===== config.mk =====
export PLATFORM = sky130hd
export DESIGN_NAME = irq_mux_mode_select
export DESIGN_NICKNAME = d
export VERILOG_FILES = /design/src/pkg/irq_mux_pkg.sv /design/src/verilog/irq_mux_mode_select.sv /design/src/verilog/irq_pulse_stretch.sv
export SDC_FILE = /design/constraint.sdc
export NUM_CORES = 1
export LEC_CHECK = 0
export BUFFER_PORTS_ARGS = -buffer_cell sky130_fd_sc_hd__buf_2
export CAP_MARGIN = 20
export CORE_UTILIZATION = 40
export CTS_CLUSTER_SIZE = 40
export DETAILED_ROUTE_END_ITERATION = 6
export PLACE_DENSITY_LB_ADDON = 0.25
export SLEW_MARGIN = 10
export SYNTH_ARGS = -nofsm -noshare
export SYNTH_HDL_FRONTEND = slang
export SYNTH_SLANG_ARGS = --single-unit

===== constraint.sdc =====
create_clock -name sys_clk -period 3.8 [get_ports sys_clk]
set_input_delay 0.57 -clock sys_clk [delete_from_list [all_inputs] [get_ports sys_clk]]
set_output_delay 0.57 -clock sys_clk [all_outputs]
set_load 0.01 [all_outputs]

===== src/pkg/irq_mux_pkg.sv =====
// Purpose: Shared constants for the interrupt multiplexer and mode block
// Assumes: Three-bit port address, eight-bit port data
// Notes:   Route codes 1 to 9 map onto nine multiplexer slots between 2 and 15
`default_nettype none
package irq_mux_pkg;
   // Port addresses of the index and data window
   localparam logic [2:0] PORT_INDEX = 3'h3;
   localparam logic [2:0] PORT_DATA  = 3'h7;
   // Values of the register index field
   localparam logic [2:0] IDX_SP0  = 3'h2;
   localparam logic [2:0] IDX_SP1  = 3'h3;
   localparam logic [2:0] IDX_PP   = 3'h4;
   localparam logic [2:0] IDX_MODE = 3'h5;
   localparam logic [2:0] IDX_VER  = 3'h6;
   // Mode register bit positions
   localparam int MODE_FIFO  = 0;
   localparam int MODE_PPBUS = 1;
   localparam int MODE_PPIRQ = 2;
   localparam int MODE_PWRDN = 3;
   // Modem control pair: bit 1 is control bit 4, bit 0 is control bit 3
   localparam int MCR_HI = 1;
   localparam int MCR_LO = 0;
   localparam int FIELD_W = 4;
   localparam logic [3:0] FIELD_RESET = 4'h0;
   localparam logic [7:0] INDEX_RESET = 8'h00;
   localparam logic [3:0] ROUTE_OFF   = 4'h0;
   localparam logic [3:0] ROUTE_LAST  = 4'h9;
   localparam logic [3:0] ROUTE_ALONE = 4'hf;
   // Pulse extension edge counts on phase select bit 0
   localparam int LEAD_EDGES  = 5;
   localparam int TRAIL_EDGES = 3;
   // Slot numbers: 0-7 feed output a, 8-15 feed output b
   localparam logic [3:0] SLOT_IRQ10 = 4'h2;
   localparam logic [3:0] SLOT_IRQ11 = 4'h3;
   localparam logic [3:0] SLOT_ROM   = 4'h4;
   localparam logic [3:0] SLOT_IRQ15 = 4'h7;
   localparam logic [3:0] SLOT_A20   = 4'ha;
   localparam logic [3:0] SLOT_IRQ3  = 4'hb;
   localparam logic [3:0] SLOT_IRQ4  = 4'hc;
   localparam logic [3:0] SLOT_IRQ5  = 4'hd;
   localparam logic [3:0] SLOT_IRQ6  = 4'he;
   localparam logic [3:0] SLOT_IRQ7  = 4'hf;
   // Slots widened low-going, and the one widened high-going
   localparam logic [15:0] STRETCH_LOW  = 16'hfbce;
   localparam logic [15:0] STRETCH_HIGH = 16'h0001;

   function automatic logic [3:0] route_slot(input logic [3:0] code);
      logic [3:0] s;
      s = SLOT_IRQ3;
      unique case (code)
         4'h2:    s = SLOT_IRQ4;
         4'h3:    s = SLOT_IRQ5;
         4'h4:    s = SLOT_IRQ6;
         4'h5:    s = SLOT_IRQ7;
         4'h6:    s = SLOT_IRQ10;
         4'h7:    s = SLOT_IRQ11;
         4'h8:    s = SLOT_ROM;
         4'h9:    s = SLOT_IRQ15;
         default: s = SLOT_IRQ3;
      endcase
      return s;
   endfunction

   function automatic logic route_ok(input logic [3:0] code);
      return (code != ROUTE_OFF) && (code <= ROUTE_LAST);
   endfunction
endpackage
`default_nettype wire


===== src/verilog/irq_mux_mode_select.sv =====
// Purpose: Interrupt multiplexer with routing and port mode registers
// Assumes: Bus strobes, phase select and interrupt pins are asynchronous
// Notes:   Registers sit behind an index at port 3 and a window at port 7
`timescale 1ns/1ps
`default_nettype none
module irq_mux_mode_select
   import irq_mux_pkg::*;
#(
   parameter logic [7:0] VERSION_CODE = 8'h5a // Arbitrary value
) (
   input  wire logic        sys_clk,
   input  wire logic        rst_n,
   input  wire logic        cs_n,
   input  wire logic        ior_n,
   input  wire logic        iow_n,
   input  wire logic [2:0]  addr,
   input  wire logic [7:0]  data_in,
   output logic      [7:0]  data_out,
   output logic             data_oe,
   input  wire logic [2:0]  mux_phase_sel,
   input  wire logic        irq3_in,
   input  wire logic        irq4_in,
   input  wire logic        irq5_in,
   input  wire logic        irq6_in,
   input  wire logic        irq7_in,
   input  wire logic        irq8_in,
   input  wire logic        irq9_in,
   input  wire logic        irq10_in,
   input  wire logic        irq11_in,
   input  wire logic        irq12_in,
   input  wire logic        irq14_in,
   input  wire logic        irq15_in,
   input  wire logic        keyboard_irq_in,
   input  wire logic        rom_irq_in,
   input  wire logic        cpu_reset_req_in,
   input  wire logic        gate_a20_in,
   input  wire logic        sp0_irq,
   input  wire logic        sp1_irq,
   input  wire logic        pp_irq,
   input  wire logic [1:0]  sp0_modem_ctrl,
   input  wire logic [1:0]  sp1_modem_ctrl,
   input  wire logic        pp_irq_enable,
   input  wire logic        port_fifo_enable0,
   input  wire logic        port_fifo_enable1,
   output logic             mux_out_a,
   output logic             mux_out_a_oe,
   output logic             mux_out_b,
   output logic             mux_out_b_oe,
   output logic             irq7_out,
   output logic             irq7_oe,
   output logic             ports_powerdown,
   output logic             pp_irq_style,
   output logic             pp_extended_bus,
   output logic             sp0_fifo_mode,
   output logic             sp1_fifo_mode
);
   localparam int NSLOT  = 16;
   localparam int SYNC_W = 3 + 3 + 3 + 8 + NSLOT;
   // Idle levels, so the high-going stretch sees no false edge after reset
   localparam logic [SYNC_W-1:0] SYNC_IDLE =
      {{(SYNC_W - NSLOT){1'b1}}, ~STRETCH_HIGH};
   // Pin bundle, two flip-flops deep before any logic reads it
   logic [SYNC_W-1:0] pins_raw;
   logic [SYNC_W-1:0] meta_reg;
   logic [SYNC_W-1:0] sync_reg;
   logic [NSLOT-1:0]  slot_raw;
   logic [NSLOT-1:0]  slot_sync;
   logic [NSLOT-1:0]  slot_shaped;
   logic [2:0]        phase_s;
   logic              cs_s;
   logic              ior_s;
   logic              iow_s;
   logic [2:0]        addr_s;
   logic [7:0]        din_s;
   logic              iow_prev_reg;
   logic              phase0_prev_reg;
   logic              edge_en;
   logic              wr_strobe;
   logic              rd_sel;
   logic [7:0]        rd_mux;
   logic [7:0]         index_reg;
   logic [FIELD_W-1:0] mode_reg;
   logic [FIELD_W-1:0] sp0_route_reg;
   logic [FIELD_W-1:0] sp1_route_reg;
   logic [FIELD_W-1:0] pp_route_reg;
   logic [7:0]         data_out_reg;
   logic               data_oe_reg;
   logic               out_a_reg;
   logic               out_b_reg;
   logic               oe_a_reg;
   logic               oe_b_reg;
   logic               irq7_reg;
   logic               irq7_oe_reg;
   logic              standalone;
   logic              sp0_route_en;
   logic              sp1_route_en;
   logic              pp_route_en;
   logic [NSLOT-1:0]  mixed;
   logic [3:0]        slot_a;
   logic [3:0]        slot_b;
   assign slot_raw[7:0] = {irq15_in, irq14_in, cpu_reset_req_in,
                           rom_irq_in, irq11_in, irq10_in, irq9_in,
                           irq8_in};
   assign slot_raw[15:8] = {irq7_in, irq6_in, irq5_in, irq4_in,
                            irq3_in, gate_a20_in, keyboard_irq_in,
                            irq12_in};

   assign pins_raw = {mux_phase_sel, cs_n, ior_n, iow_n, addr, data_in,
                      slot_raw};

   always_ff @(posedge sys_clk) begin
      if (!rst_n) begin
         meta_reg <= SYNC_IDLE;
         sync_reg <= SYNC_IDLE;
      end else begin
         meta_reg <= pins_raw;
         sync_reg <= meta_reg;
      end
   end

   assign {phase_s, cs_s, ior_s, iow_s, addr_s, din_s, slot_sync} = sync_reg;

   always_ff @(posedge sys_clk) begin
      if (!rst_n) begin
         iow_prev_reg    <= 1'b1;
         phase0_prev_reg <= 1'b1;
      end else begin
         iow_prev_reg    <= iow_s;
         phase0_prev_reg <= phase_s[0];
      end
   end

   // Stretch timing counts rising edges of phase select bit 0
   assign edge_en = phase_s[0] && !phase0_prev_reg;

   // Data is taken at the falling write strobe, so it must already be set
   assign wr_strobe = !cs_s && !iow_s && iow_prev_reg;
   assign rd_sel    = !cs_s && !ior_s &&
                      (addr_s == PORT_INDEX || addr_s == PORT_DATA);

   always_ff @(posedge sys_clk) begin
      if (!rst_n)
         index_reg <= INDEX_RESET;
      else if (wr_strobe && addr_s == PORT_INDEX)
         index_reg <= din_s;
   end

   // These registers are the ones a port power-down leaves intact
   always_ff @(posedge sys_clk) begin
      if (!rst_n) begin
         mode_reg      <= FIELD_RESET;
         sp0_route_reg <= FIELD_RESET;
         sp1_route_reg <= FIELD_RESET;
         pp_route_reg  <= FIELD_RESET;
      end else if (wr_strobe && addr_s == PORT_DATA) begin
         unique case (index_reg[2:0])
            IDX_SP0:  sp0_route_reg <= din_s[FIELD_W-1:0];
            IDX_SP1:  sp1_route_reg <= din_s[FIELD_W-1:0];
            IDX_PP:   pp_route_reg  <= din_s[FIELD_W-1:0];
            IDX_MODE: mode_reg      <= din_s[FIELD_W-1:0];
            default:  ;
         endcase
      end
   end

   // Reserved upper bits of the four field registers read back as zero; the index reads back all eight bits
   always_comb begin
      rd_mux = 8'h00;
      if (addr_s == PORT_INDEX)
         rd_mux = index_reg;
      else begin
         unique case (index_reg[2:0])
            IDX_SP0:  rd_mux = {4'h0, sp0_route_reg};
            IDX_SP1:  rd_mux = {4'h0, sp1_route_reg};
            IDX_PP:   rd_mux = {4'h0, pp_route_reg};
            IDX_MODE: rd_mux = {4'h0, mode_reg};
            IDX_VER:  rd_mux = VERSION_CODE;
            default:  rd_mux = 8'h00;
         endcase
      end
   end

   always_ff @(posedge sys_clk) begin
      if (!rst_n) begin
         data_out_reg <= 8'h00;
         data_oe_reg  <= 1'b0;
      end else begin
         data_out_reg <= rd_mux;
         data_oe_reg  <= rd_sel;
      end
   end

   assign data_out = data_out_reg;
   assign data_oe  = data_oe_reg;
   assign ports_powerdown = mode_reg[MODE_PWRDN];
   assign pp_irq_style    = mode_reg[MODE_PPIRQ];
   assign pp_extended_bus = mode_reg[MODE_PPBUS];
   assign sp0_fifo_mode = mode_reg[MODE_FIFO] && port_fifo_enable0;
   assign sp1_fifo_mode = mode_reg[MODE_FIFO] && port_fifo_enable1;

   for (genvar i = 0; i < NSLOT; i++) begin : g_slot
      if (STRETCH_LOW[i] || STRETCH_HIGH[i]) begin : g_ext
         irq_pulse_stretch #(
            .ACTIVE_HIGH (STRETCH_HIGH[i]),
            .LEAD        (LEAD_EDGES),
            .TRAIL       (TRAIL_EDGES)
         ) u_stretch (
            .sys_clk  (sys_clk),
            .rst_n    (rst_n),
            .edge_en  (edge_en),
            .line_in  (slot_sync[i]),
            .line_out (slot_shaped[i])
         );
      end else begin : g_pass
         assign slot_shaped[i] = slot_sync[i];
      end
   end

   assign standalone = (sp0_route_reg == ROUTE_ALONE);

   assign sp0_route_en = !sp0_modem_ctrl[MCR_HI] && sp0_modem_ctrl[MCR_LO]
                         && route_ok(sp0_route_reg);
   assign sp1_route_en = !sp1_modem_ctrl[MCR_HI] && sp1_modem_ctrl[MCR_LO]
                         && route_ok(sp1_route_reg);
   assign pp_route_en  = pp_irq_enable && route_ok(pp_route_reg);

   // Later assignments win, so no input ever sees two sources ORed
   always_comb begin
      mixed = slot_shaped;
      if (sp0_route_en)
         mixed[route_slot(sp0_route_reg)] = sp0_irq;
      if (sp1_route_en)
         mixed[route_slot(sp1_route_reg)] = sp1_irq;
      if (pp_route_en)
         mixed[route_slot(pp_route_reg)] = pp_irq;
   end

   assign slot_a = {1'b0, phase_s};
   assign slot_b = {1'b1, phase_s};

   always_ff @(posedge sys_clk) begin
      if (!rst_n) begin
         out_a_reg   <= 1'b0;
         out_b_reg   <= 1'b0;
         oe_a_reg    <= 1'b0;
         oe_b_reg    <= 1'b0;
         irq7_reg    <= 1'b0;
         irq7_oe_reg <= 1'b0;
      end else if (standalone) begin
         out_a_reg   <= sp0_irq;
         out_b_reg   <= sp1_irq;
         oe_a_reg    <= sp0_modem_ctrl[MCR_LO];
         oe_b_reg    <= sp1_modem_ctrl[MCR_LO];
         irq7_reg    <= pp_irq;
         irq7_oe_reg <= pp_irq_enable;
      end else begin
         out_a_reg   <= mixed[slot_a];
         out_b_reg   <= mixed[slot_b];
         oe_a_reg    <= 1'b1;
         oe_b_reg    <= 1'b1;
         irq7_reg    <= 1'b0;
         irq7_oe_reg <= 1'b0;
      end
   end

   assign mux_out_a    = out_a_reg;
   assign mux_out_a_oe = oe_a_reg;
   assign mux_out_b    = out_b_reg;
   assign mux_out_b_oe = oe_b_reg;
   assign irq7_out     = irq7_reg;
   assign irq7_oe      = irq7_oe_reg;

   a_mode_read: assert property (@(posedge sys_clk) disable iff (!rst_n)
      rd_sel && addr_s == PORT_DATA && index_reg[2:0] == IDX_MODE
      |=> data_oe && data_out == {4'h0, $past(mode_reg)})
      else $error("mode register not read through window");

   a_mode_write: assert property (@(posedge sys_clk) disable iff (!rst_n)
      wr_strobe && addr_s == PORT_DATA && index_reg[2:0] == IDX_MODE
      |=> ports_powerdown == $past(din_s[MODE_PWRDN])
          && pp_extended_bus == $past(din_s[MODE_PPBUS]))
      else $error("mode write did not steer ports");

   a_fifo_gate: assert property (@(posedge sys_clk) disable iff (!rst_n)
      !mode_reg[MODE_FIFO] |-> !sp0_fifo_mode && !sp1_fifo_mode)
      else $error("FIFO mode without permission");

   a_rom_slot: assert property (@(posedge sys_clk) disable iff (!rst_n)
      !standalone && phase_s == SLOT_ROM[2:0] && !pp_route_en
      && !sp0_route_en && !sp1_route_en
      |=> mux_out_a == $past(slot_sync[SLOT_ROM]))
      else $error("ROM interrupt not on output a phase 4");

   a_a20_slot: assert property (@(posedge sys_clk) disable iff (!rst_n)
      !standalone && phase_s == SLOT_A20[2:0]
      |=> mux_out_b == $past(slot_sync[SLOT_A20]))
      else $error("A20 gate not on output b phase 2");

   a_alone_out: assert property (@(posedge sys_clk) disable iff (!rst_n)
      standalone |=> mux_out_a == $past(sp0_irq)
         && mux_out_b_oe == $past(sp1_modem_ctrl[MCR_LO])
         && irq7_oe == $past(pp_irq_enable))
      else $error("stand-alone outputs wrong");

   a_serial1_wins: assert property (@(posedge sys_clk) disable iff (!rst_n)
      sp0_route_en && sp1_route_en && !pp_route_en
      && sp0_route_reg == sp1_route_reg
      |-> mixed[route_slot(sp1_route_reg)] == sp1_irq)
      else $error("serial 1 did not win the input");

   a_parallel_wins: assert property (@(posedge sys_clk) disable iff (!rst_n)
      pp_route_en |-> mixed[route_slot(pp_route_reg)] == pp_irq)
      else $error("parallel did not win the input");

   a_route_gate: assert property (@(posedge sys_clk) disable iff (!rst_n)
      sp0_modem_ctrl[MCR_HI] && !sp1_route_en && !pp_route_en
      |-> mixed == slot_shaped)
      else $error("route acted while disabled");
endmodule // irq_mux_mode_select
`default_nettype wire


===== src/verilog/irq_pulse_stretch.sv =====
// Purpose: Widens pulses on one interrupt line by edge counts
// Assumes: Input already synchronised; edge_en marks a phase bit 0 rise
// Notes:   Short returns to idle inside a stretch are swallowed
`timescale 1ns/1ps
`default_nettype none
module irq_pulse_stretch #(
   parameter bit ACTIVE_HIGH = 1'b0,
   parameter int LEAD        = 5,
   parameter int TRAIL       = 3
) (
   input  wire logic sys_clk,
   input  wire logic rst_n,
   input  wire logic edge_en,
   input  wire logic line_in,
   output logic      line_out
);
   localparam int CW = 3;
   localparam logic [CW-1:0] LEAD_CNT  = CW'(LEAD);
   localparam logic [CW-1:0] TRAIL_CNT = CW'(TRAIL);
   localparam logic [CW-1:0] ZERO      = '0;
   localparam logic [CW-1:0] ONE       = CW'(1);

   logic          act_in;
   logic          act_reg;
   logic [CW-1:0] lead_reg;
   logic [CW-1:0] trail_reg;

   assign act_in   = ACTIVE_HIGH ? line_in : ~line_in;
   assign line_out = ACTIVE_HIGH ? act_reg : ~act_reg;

   always_ff @(posedge sys_clk) begin
      if (!rst_n) begin
         act_reg   <= 1'b0;
         lead_reg  <= ZERO;
         trail_reg <= ZERO;
      end else if (act_in && !act_reg) begin
         act_reg   <= 1'b1;
         lead_reg  <= LEAD_CNT;
         trail_reg <= TRAIL_CNT;
      end else if (act_reg) begin
         if (edge_en && lead_reg != ZERO)
            lead_reg <= lead_reg - ONE;
         if (act_in)
            trail_reg <= TRAIL_CNT;
         else if (edge_en && trail_reg != ZERO)
            trail_reg <= trail_reg - ONE;
         if (!act_in && edge_en && trail_reg <= ONE && lead_reg <= ONE)
            act_reg <= 1'b0;
      end
   end

   a_stretch_end: assert property (@(posedge sys_clk) disable iff (!rst_n)
      $fell(act_reg) |-> $past(edge_en) && !$past(act_in)
         && $past(trail_reg) <= ONE && $past(lead_reg) <= ONE)
      else $error("stretched pulse ended early");

   a_stretch_load: assert property (@(posedge sys_clk) disable iff (!rst_n)
      $rose(act_reg) |-> lead_reg == LEAD_CNT && trail_reg == TRAIL_CNT)
      else $error("stretch counters not loaded");
endmodule // irq_pulse_stretch
`default_nettype wire


==> results.cfg, run 1 <==
[setup_path]
crit_type = register to register
cp.required_ps = 4180
r2r_setup_slack_ps = 1210
r2r_start = pp_route_reg[1]
end_kind = register
timing.rr.end = mux_out_b
cp.arrival_ps = 2970
rr_worst_depth = 7
cp-endpoint = mux_out_b
critPathMaxFanout = 7
cp-startpoint = pp_route_reg[1]
startpoint_type = register

[timing]
worst_pin_slew_ps = 934
setup_viol = 0
tns_ps = 0
setup_ws_ps = 1210
finalHoldViolCount = 0
maxSlewViolCount = 0
rsz0062_at_grt = no
slew_headroom_pct = 36.9
period_needed_ps = 2590
post-route-period-util_pct = 68.2
fmax_mhz = 386
fin_worst_skew_ps = 10.9

[placement]
io_buffers = 64
dpl_worst_slack_ps = 1020
dp_hpwl_mm = 15.3
gp_congestion = 0.941

[floorplanning]
rows = 58
die_area_um2 = 26900
io_pins = 65
initial_core_util_pct = 41.3
coreArea_um2 = 25500
die_height_um = 164
dieWidth_um = 164

[global_route]
gr-usage-met2_pct = 27.4
grt_util_met3_pct = 2.75
gr-usage-met1_pct = 22.0
grt_pass1_vias = 7485
grt_pass1_wl_mm = 36.5
grt_usage_pct = 16.6
grt-busiest-layer = met2
antenna_found_initial = 0
grt_overflow_total = 0
grt_max_degree = 91

[synth]
ys_seq_area_share_pct = 40.0
synthArstFlopShare_pct = 0
ys_warn_count = 0
synthesis.area_um2 = 10500
ys_ff_latch = 210
synth-main-ff-cell = dfxtp_1
syn_nets = 1302
netlist_instances = 1168
syn_avg_cell_area_um2 = 9.00
synth_edf_count = 0
yosysUniqueCellTypes = 63

[route]
first_pass_iters = 5
wl_per_cell_um = 14.0
drtIter0Drc = 492
ant_nets = 0
viasPerCell = 5.07
routed_wl_mm = 22.0
remaining_drc_errors = 0
dr_total_vias = 7961

[finish]
utilization_pct = 47.1
nFillCells = 2427
num_antenna_cells = 0
nets = 1355
syn_to_final_growth_pct = 14.1
drive_gt1_share_pct = 10.3

[flow_run]
maxCapViolCount = 0

[clock_tree]
ctsRootBufferMaster = clkbuf_16
cts_inserted_buffers = 24
cts-hold-fix-buffers = 0
path_clk_slew_ps = 60
postCtsSetupBuffers = 0
cts_tree = done
clockBufferDepth = 3
numClockSinks = 210
cts_resized = 0
clkLatencyLatePin_ps = 510
htree_levels = 1

[power_and_ir_drop]
power-per-cell-area_nw_per_um2 = 426
peakVddDrop_v = 0.000303
leakagePower_uw = 0.00468

[min_path]
hp-class = primary input to register
worstHoldStart = data_in[4]

[status]
status = finished, final reports clean
-- report_power, final --
group          switching, uW  internal (uW)
logic                    152            140
clock network            920           1550
registers               66.3           2280
total                   1140           3970
-- worst max-delay path: stages (launching register included) --
cell,delay [ps]
dfxtp_1,330
o21ai_0,480
nand2_1,190
nor3_1,750
nand3_1,140
a41o_1,280
a211oi_2,190
o211ai_1,110
-- Yosys cell counts, drive strengths merged, types with 23 or more instances --
master	instances	area (um^2)
and3	23	144
o21a	28	210
inv	90	338
ha	89	1110
nor2	75	282
clkbuf	37	139
nand2b	84	526
dfxtp	210	4200
a21boi	41	308
a21oi	34	170
nor3	23	115
o21ai	42	210
nand3	32	160
mux2i	37	370
nor2b	36	225
xnor2	50	438
nand2	83	312
-- how the worst min path moves through the flow --
stage,cells after the start,slack (ps),end
2_1_floorplan,1,370,data_oe
3_3_place_gp,1,390,sync_reg[22]
3_5_place_dp,1,390,data_oe
4_1_cts,2,220,meta_reg[24]
5_1_grt,2,230,meta_reg[4]
6_report,2,240,meta_reg[20]
-- final cells by class --
class                      count  area (um^2)  share of cell area [%]
clock buffer                  30          684                    5.71
inverter                      90          338                    2.82
timing repair buffer          70          372                    3.10
tap                          330          413                    3.44
clock inverter                14          180                    1.50
sequential                   210         4200                    35.1
multi-input combinational    825         5800                    48.4
-- through the flow --
step | std cells | hold WS [ps] | total power [uW] | area, um^2
after detailed placement | 1525 | 390 | 2690 | 11100
final | 1569 | 237 | 5100 | 12000
after CTS | 1569 | 219 | 5180 | 12000
after global placement | 1525 | 388 | 2680 | 11100
after global routing | 1569 | 226 | 5330 | 12000
after floorplan | 1168 | 374 | 2590 | 10500
-- cells by family (layout without fill, tap and decap cells) --
| group | count (synthesis) | after routing | synth area share (%) |
|---|---|---|---|
| xor gates and xnor gates | 53 | 53 | 4.42 |
| and+or+nand+nor | 416 | 416 | 21.2 |
| adders and majority gates | 89 | 89 | 10.6 |
| AOI/OAI and AO/OA | 225 | 225 | 14.9 |
| muxes | 42 | 42 | 4.06 |
| DFF | 210 | 210 | 40.0 |
| buffers and inverters | 133 | 204 | 4.80 |
-- cells in the final DEF (no fill, tap or decap), types with 4 or more instances in the layout --
cell type and count:
clkbuf_8 4, nor2b_1 36, nor2_1 75, clkbuf_16 25, nor3b_1 6, nor3_1 23, nor4b_1 5, ha_1 89
o211a_1 5, bufinv_16 4, nand4_1 13, or2_2 4, buf_2 63, mux2i_1 37, and3_1 23, a21boi_0 41
nand4b_1 6, mux2_2 5, and2_1 8, nand2b_1 84, o221ai_1 15, o31ai_1 5, buf_4 6, xnor2_1 50
a21oi_1 34, o21ai_0 41, nand3_1 32, dfxtp_1 210, a211oi_1 15, nand2_1 83, inv_1 90, a31oi_1 5
o21a_1 28, clkinv_2 7
-- routing by layer --
| metal | share of wire [%] | wire [um] | up-vias |
|---|---|---|---|
| li1 | - | - | 4108 |
| met1 | 48 | 10500 | 3635 |
| met2 | 46 | 10000 | 180 |
| met3 | 4.8 | 1050 | 38 |
| met4 | 2.1 | 453 | 0 |
| met5 | 0 | 0 | - |
Note: power is estimated with default switching activity, not from simulation.
==> run 2: changes to the inputs <==
==> constraint.sdc (replaced) <==
create_clock -name sys_clk -period 2.08 [get_ports sys_clk]
set_input_delay 0.312 -clock sys_clk [delete_from_list [all_inputs] [get_ports sys_clk]]
set_output_delay 0.312 -clock sys_clk [all_outputs]
set_load 0.01 [all_outputs]
==> results.cfg, run 2 (synthesis gave the netlist of run 1 again) <==
[timing]
fmax_mhz = 454
worst_pin_slew_ps = 447
post-route-period-util_pct = 106
hold_slack_ps = 65.4
finalHoldViolCount = 0
slew_headroom_pct = 70.1
setup_ws_ps = -123
rsz0062_at_grt = yes
tns_ps = -194
period_needed_ps = 2200
maxSlewViolCount = 0
setup_viol = 2
fin_worst_skew_ps = 12.7

[clock_tree]
cts_tree = done
cts_inserted_buffers = 25
htree_levels = 1
path_clk_slew_ps = 60
ctsRootBufferMaster = clkbuf_16
clockBufferDepth = 3
numClockSinks = 210
clkLatencyLatePin_ps = 530

[setup_path]
r2r_start = sp0_route_reg[2]
slowest_stage = or4_4
end_kind = register
r2r_setup_slack_ps = -120
crit_chain = or4_4, buf_6, nand2_4, nor3_2, a311oi_2, a311oi_2, o311ai_1, a41oi_2
critPathMaxFanout = 5
crit_top_cell = a311oi_2
max_stage_delay_ps = 540
cp.required_ps = 2470
cp-startpoint = sp0_route_reg[2]
cp.arrival_ps = 2590
startpoint_type = register
crit_type = register to register

[global_route]
antenna_found_initial = 0
grt_max_degree = 92
grt_pass1_wl_mm = 38.5
grt_overflow_total = 0
grt_usage_pct = 17.5
grt_pass1_vias = 8021

[floorplanning]
rows = 58
dieWidth_um = 164
die_height_um = 164
die_area_um2 = 26900
initial_core_util_pct = 41.3
coreArea_um2 = 25500
io_pins = 65

[finish]
nFillCells = 2346
nets = 1487
final_common_cell = dfxtp_1
drive_gt1_share_pct = 19.5
mostFrequentLayoutCells = dfxtp_1, buf_4, inv_1
syn_to_final_growth_pct = 26.1
utilization_pct = 52.0
num_antenna_cells = 0

[route]
routed_wl_mm = 23.2
viasPerCell = 4.99
dr_total_vias = 8480
drtIter0Drc = 487
first_pass_iters = 4
remaining_drc_errors = 0
wl_per_cell_um = 13.6
ant_nets = 0

[placement]
io_buffers = 64
dpl_worst_slack_ps = -146
gp_congestion = 0.886
dp_hpwl_mm = 16.4

[power_and_ir_drop]
p_total_uw = 9210
leakagePower_uw = 0.00534
peakVddDrop_v = 0.000738
power-per-cell-area_nw_per_um2 = 695

[min_path]
worstHoldStart = pp_irq_enable
hp-class = primary input to register

[status]
failed_checks = setup timing
status = finished with violations

[flow_run]
maxCapViolCount = 0
==> run 2: cell types whose count changed in the layout (fill, tap and decap cells not counted), moves of 5 or more <==
cell / previous run / this run
buf_4: 6 / 97
buf_6: 1 / 6
dlygate4sd3_1: 0 / 33
o21ai_0: 41 / 35
o21ai_1: 1 / 7
==> run 2: worst paths after layout <==
path	end	cells after the start
hold reg to reg	sync_reg[11]	1
setup / recovery	mux_out_a	8
hold / removal	irq7_oe	2
setup reg to reg	mux_out_a	8
==> run 2: what timing repair did <==
item                                    in CTS  in global routing
gates resized for setup                     24                 33
endpoints found under the hold margin       33                  0
cloned                                       1                  0
buffers inserted                             4                  3
hold buffers                                33                  0
endpoints found under the setup margin       8                 14
pin swaps                                   11                 11
==> run 2: worst max-delay path, delay by kind of cell, from the launching register on <==
kind | cells | cell delay, ps
and+or+nand+nor | 3 | 650
DFF | 1 | 320
buffers and inverters | 1 | 150
AOI/OAI and AO/OA | 4 | 930
==> run 2: where the power goes <==
part           leakage [uW]  switching [uW]  internal, uW
Clock              0.000413            1720          2590
Combinational       0.00321             305           318
Sequential          0.00172             116          4160
Total               0.00534            2140          7070
==> run 2: layout make-up <==
| type | count | area (um^2) | area share, % |
|---|---|---|---|
| clock inverter | 14 | 155 | 1.17 |
| timing repair buffer | 201 | 1470 | 11.1 |
| tap | 330 | 413 | 3.12 |
| sequential | 210 | 4210 | 31.8 |
| multi-input combinational | 825 | 5990 | 45.2 |
| clock buffer | 31 | 678 | 5.12 |
| inverter | 90 | 338 | 2.55 |
==> run 2: per-layer routing <==
| metal | routed length (um) | GRT usage, % | up-vias | share of wire, % |
|---|---|---|---|---|
| li1 | - | - | 4368 | - |
| met1 | 11200 | 23.3 | 3919 | 48 |
| met2 | 10700 | 29.3 | 152 | 46 |
| met3 | 725 | 2.37 | 41 | 3.1 |
| met4 | 589 | 5.51 | 0 | 2.5 |
| met5 | 0 | 0 | - | 0 |
==> run 2: stage by stage <==
stage                     instance area [um^2]  std cells
after floorplan                          10500       1168
after global placement                   11800       1615
after detailed placement                 11800       1615
after CTS                                13100       1698
after global routing                     13300       1701
final                                    13300       1701
==> run 3: changes to the inputs <==
--- a/config.mk
+++ b/config.mk
@@ -7,6 +7,7 @@
 export LEC_CHECK = 0
 export BUFFER_PORTS_ARGS = -buffer_cell sky130_fd_sc_hd__buf_2
 export CAP_MARGIN = 20
+export CORE_MARGIN = 10
 export CORE_UTILIZATION = 40
 export CTS_CLUSTER_SIZE = 40
 export DETAILED_ROUTE_END_ITERATION = 6
==> results.cfg, run 3 (synthesis gave the netlist of run 1 again) <==
[status]
status = finished, final reports clean

[floorplanning]
die_height_um = 182
initial_core_util_pct = 40.4
io_pins = 65
coreArea_um2 = 26000
dieWidth_um = 182
rows = 59
die_area_um2 = 33200

[route]
drtIter0Drc = 460
wl_per_cell_um = 14.1
remaining_drc_errors = 0
ant_nets = 0
viasPerCell = 5.00
routed_wl_mm = 23.8
first_pass_iters = 5
dr_total_vias = 8441

[placement]
dp_hpwl_mm = 17.2
dpl_worst_slack_ps = -153
gp_congestion = 0.943
dp_cells = 1610
io_buffers = 64
placement.cell_area_um2 = 11700

[setup_path]
startpoint_type = register
cp.required_ps = 2530
end_kind = register
cp.arrival_ps = 2510
crit_type = register to register
critPathMaxFanout = 8

[clock_tree]
clkLatencyLatePin_ps = 520
cts_inserted_buffers = 24
cts_tree = done
path_clk_slew_ps = 70
numClockSinks = 210
clockBufferDepth = 3
ctsRootBufferMaster = clkbuf_16
htree_levels = 1

[flow_run]
maxCapViolCount = 0

[global_route]
grt_pass1_wl_mm = 40.1
grt_pass1_vias = 8386
gr-usage-met2_pct = 23.0
antenna_found_initial = 0
grt_max_degree = 85
gr-usage-met1_pct = 17.6
grt-busiest-layer = met2
grt_overflow_total = 0
grt_util_met3_pct = 2.57
grt_usage_pct = 14.0

[finish]
drive_gt1_share_pct = 18.0
mostFrequentLayoutCells = dfxtp_1, inv_1, ha_1
final_common_cell = dfxtp_1
num_antenna_cells = 0
fin_area_um2 = 13200
utilization_pct = 50.6
syn_to_final_growth_pct = 25.2
nets = 1469
final_cell_count_no_fill = 1688

[power_and_ir_drop]
power-per-cell-area_nw_per_um2 = 733
leakagePower_uw = 0.00528
peakVddDrop_v = 0.000710

[timing]
maxSlewViolCount = 0
post-route-period-util_pct = 99.3
slew_headroom_pct = 72.4
worst_pin_slew_ps = 409
rsz0062_at_grt = yes
setup_viol = 0
fmax_mhz = 484
period_needed_ps = 2060
setup_ws_ps = 15.4
fin_worst_skew_ps = 12.5
finalHoldViolCount = 0

[min_path]
hp-class = primary input to register
## run 3: changes by cell type in the layout (fill, tap and decap cells not counted), sizes merged
cell	change
clkbuf	-2
bufinv	+4
buf	-14
dlygate4sd3	-3
clkinvlp	+2
clkinv	-3
inv	-2
## run 3: per-stage QoR
step	hold WS (ps)	setup TNS (ps)	power, uW
2_1_floorplan	374	-36.4	4730
3_3_place_gp	388	-320	4920
3_5_place_dp	391	-414	4940
4_1_cts	2.45	-17.8	9770
5_1_grt	38.4	-404	10000
6_report	25.3	0	9640
## run 3: layer usage
metal / routed length, um / up-vias
met5: 0 / -
met4: 846 / 0
li1: - / 4331
met3: 1210 / 61
met2: 10900 / 188
met1: 10900 / 3861
## run 3: worst paths after layout
check,startpoint,end,slack (ps),depth (start not counted)
setup reg to reg,sp0_route_reg[2],mux_out_b,20,8
hold / removal,keyboard_irq_in,meta_reg[9],30,2
hold reg to reg,meta_reg[16],sync_reg[16],400,1
setup / recovery,sp0_route_reg[2],mux_out_b,20,8
## run 3: critical path: stages (launching register included)
cell	delay, ps
dfxtp_2	320
or4_4	600
and2_4	170
buf_4	130
nand3_1	70
mux2_2	350
nor3_1	150
o31ai_1	100
o211ai_1	100
## run 3: report_power, final
| part | total, uW | switching [uW] | internal, uW |
|---|---|---|---|
| logic | 616 | 306 | 310 |
| registers | 4280 | 116 | 4160 |
| clock network | 4740 | 1690 | 3050 |
| total | 9640 | 2110 | 7520 |
## run 3: repair_timing
action	4_1_cts	5_1_grt
setup buffers	1	3
pin swaps	1	10
setup endpoints to repair	7	14
hold endpoints to repair	30	0
hold buffers	30	0
gates resized for setup	11	34
## run 3: final cells by class
cell class	count	area [um^2]
Sequential cell	210	4210
Multi-Input combinational cell	825	5940
Fill cell	2401	12800
Inverter	90	340
Clock buffer	29	671
Timing Repair Buffer	184	1330
Tap cell	335	419
Clock inverter	15	244
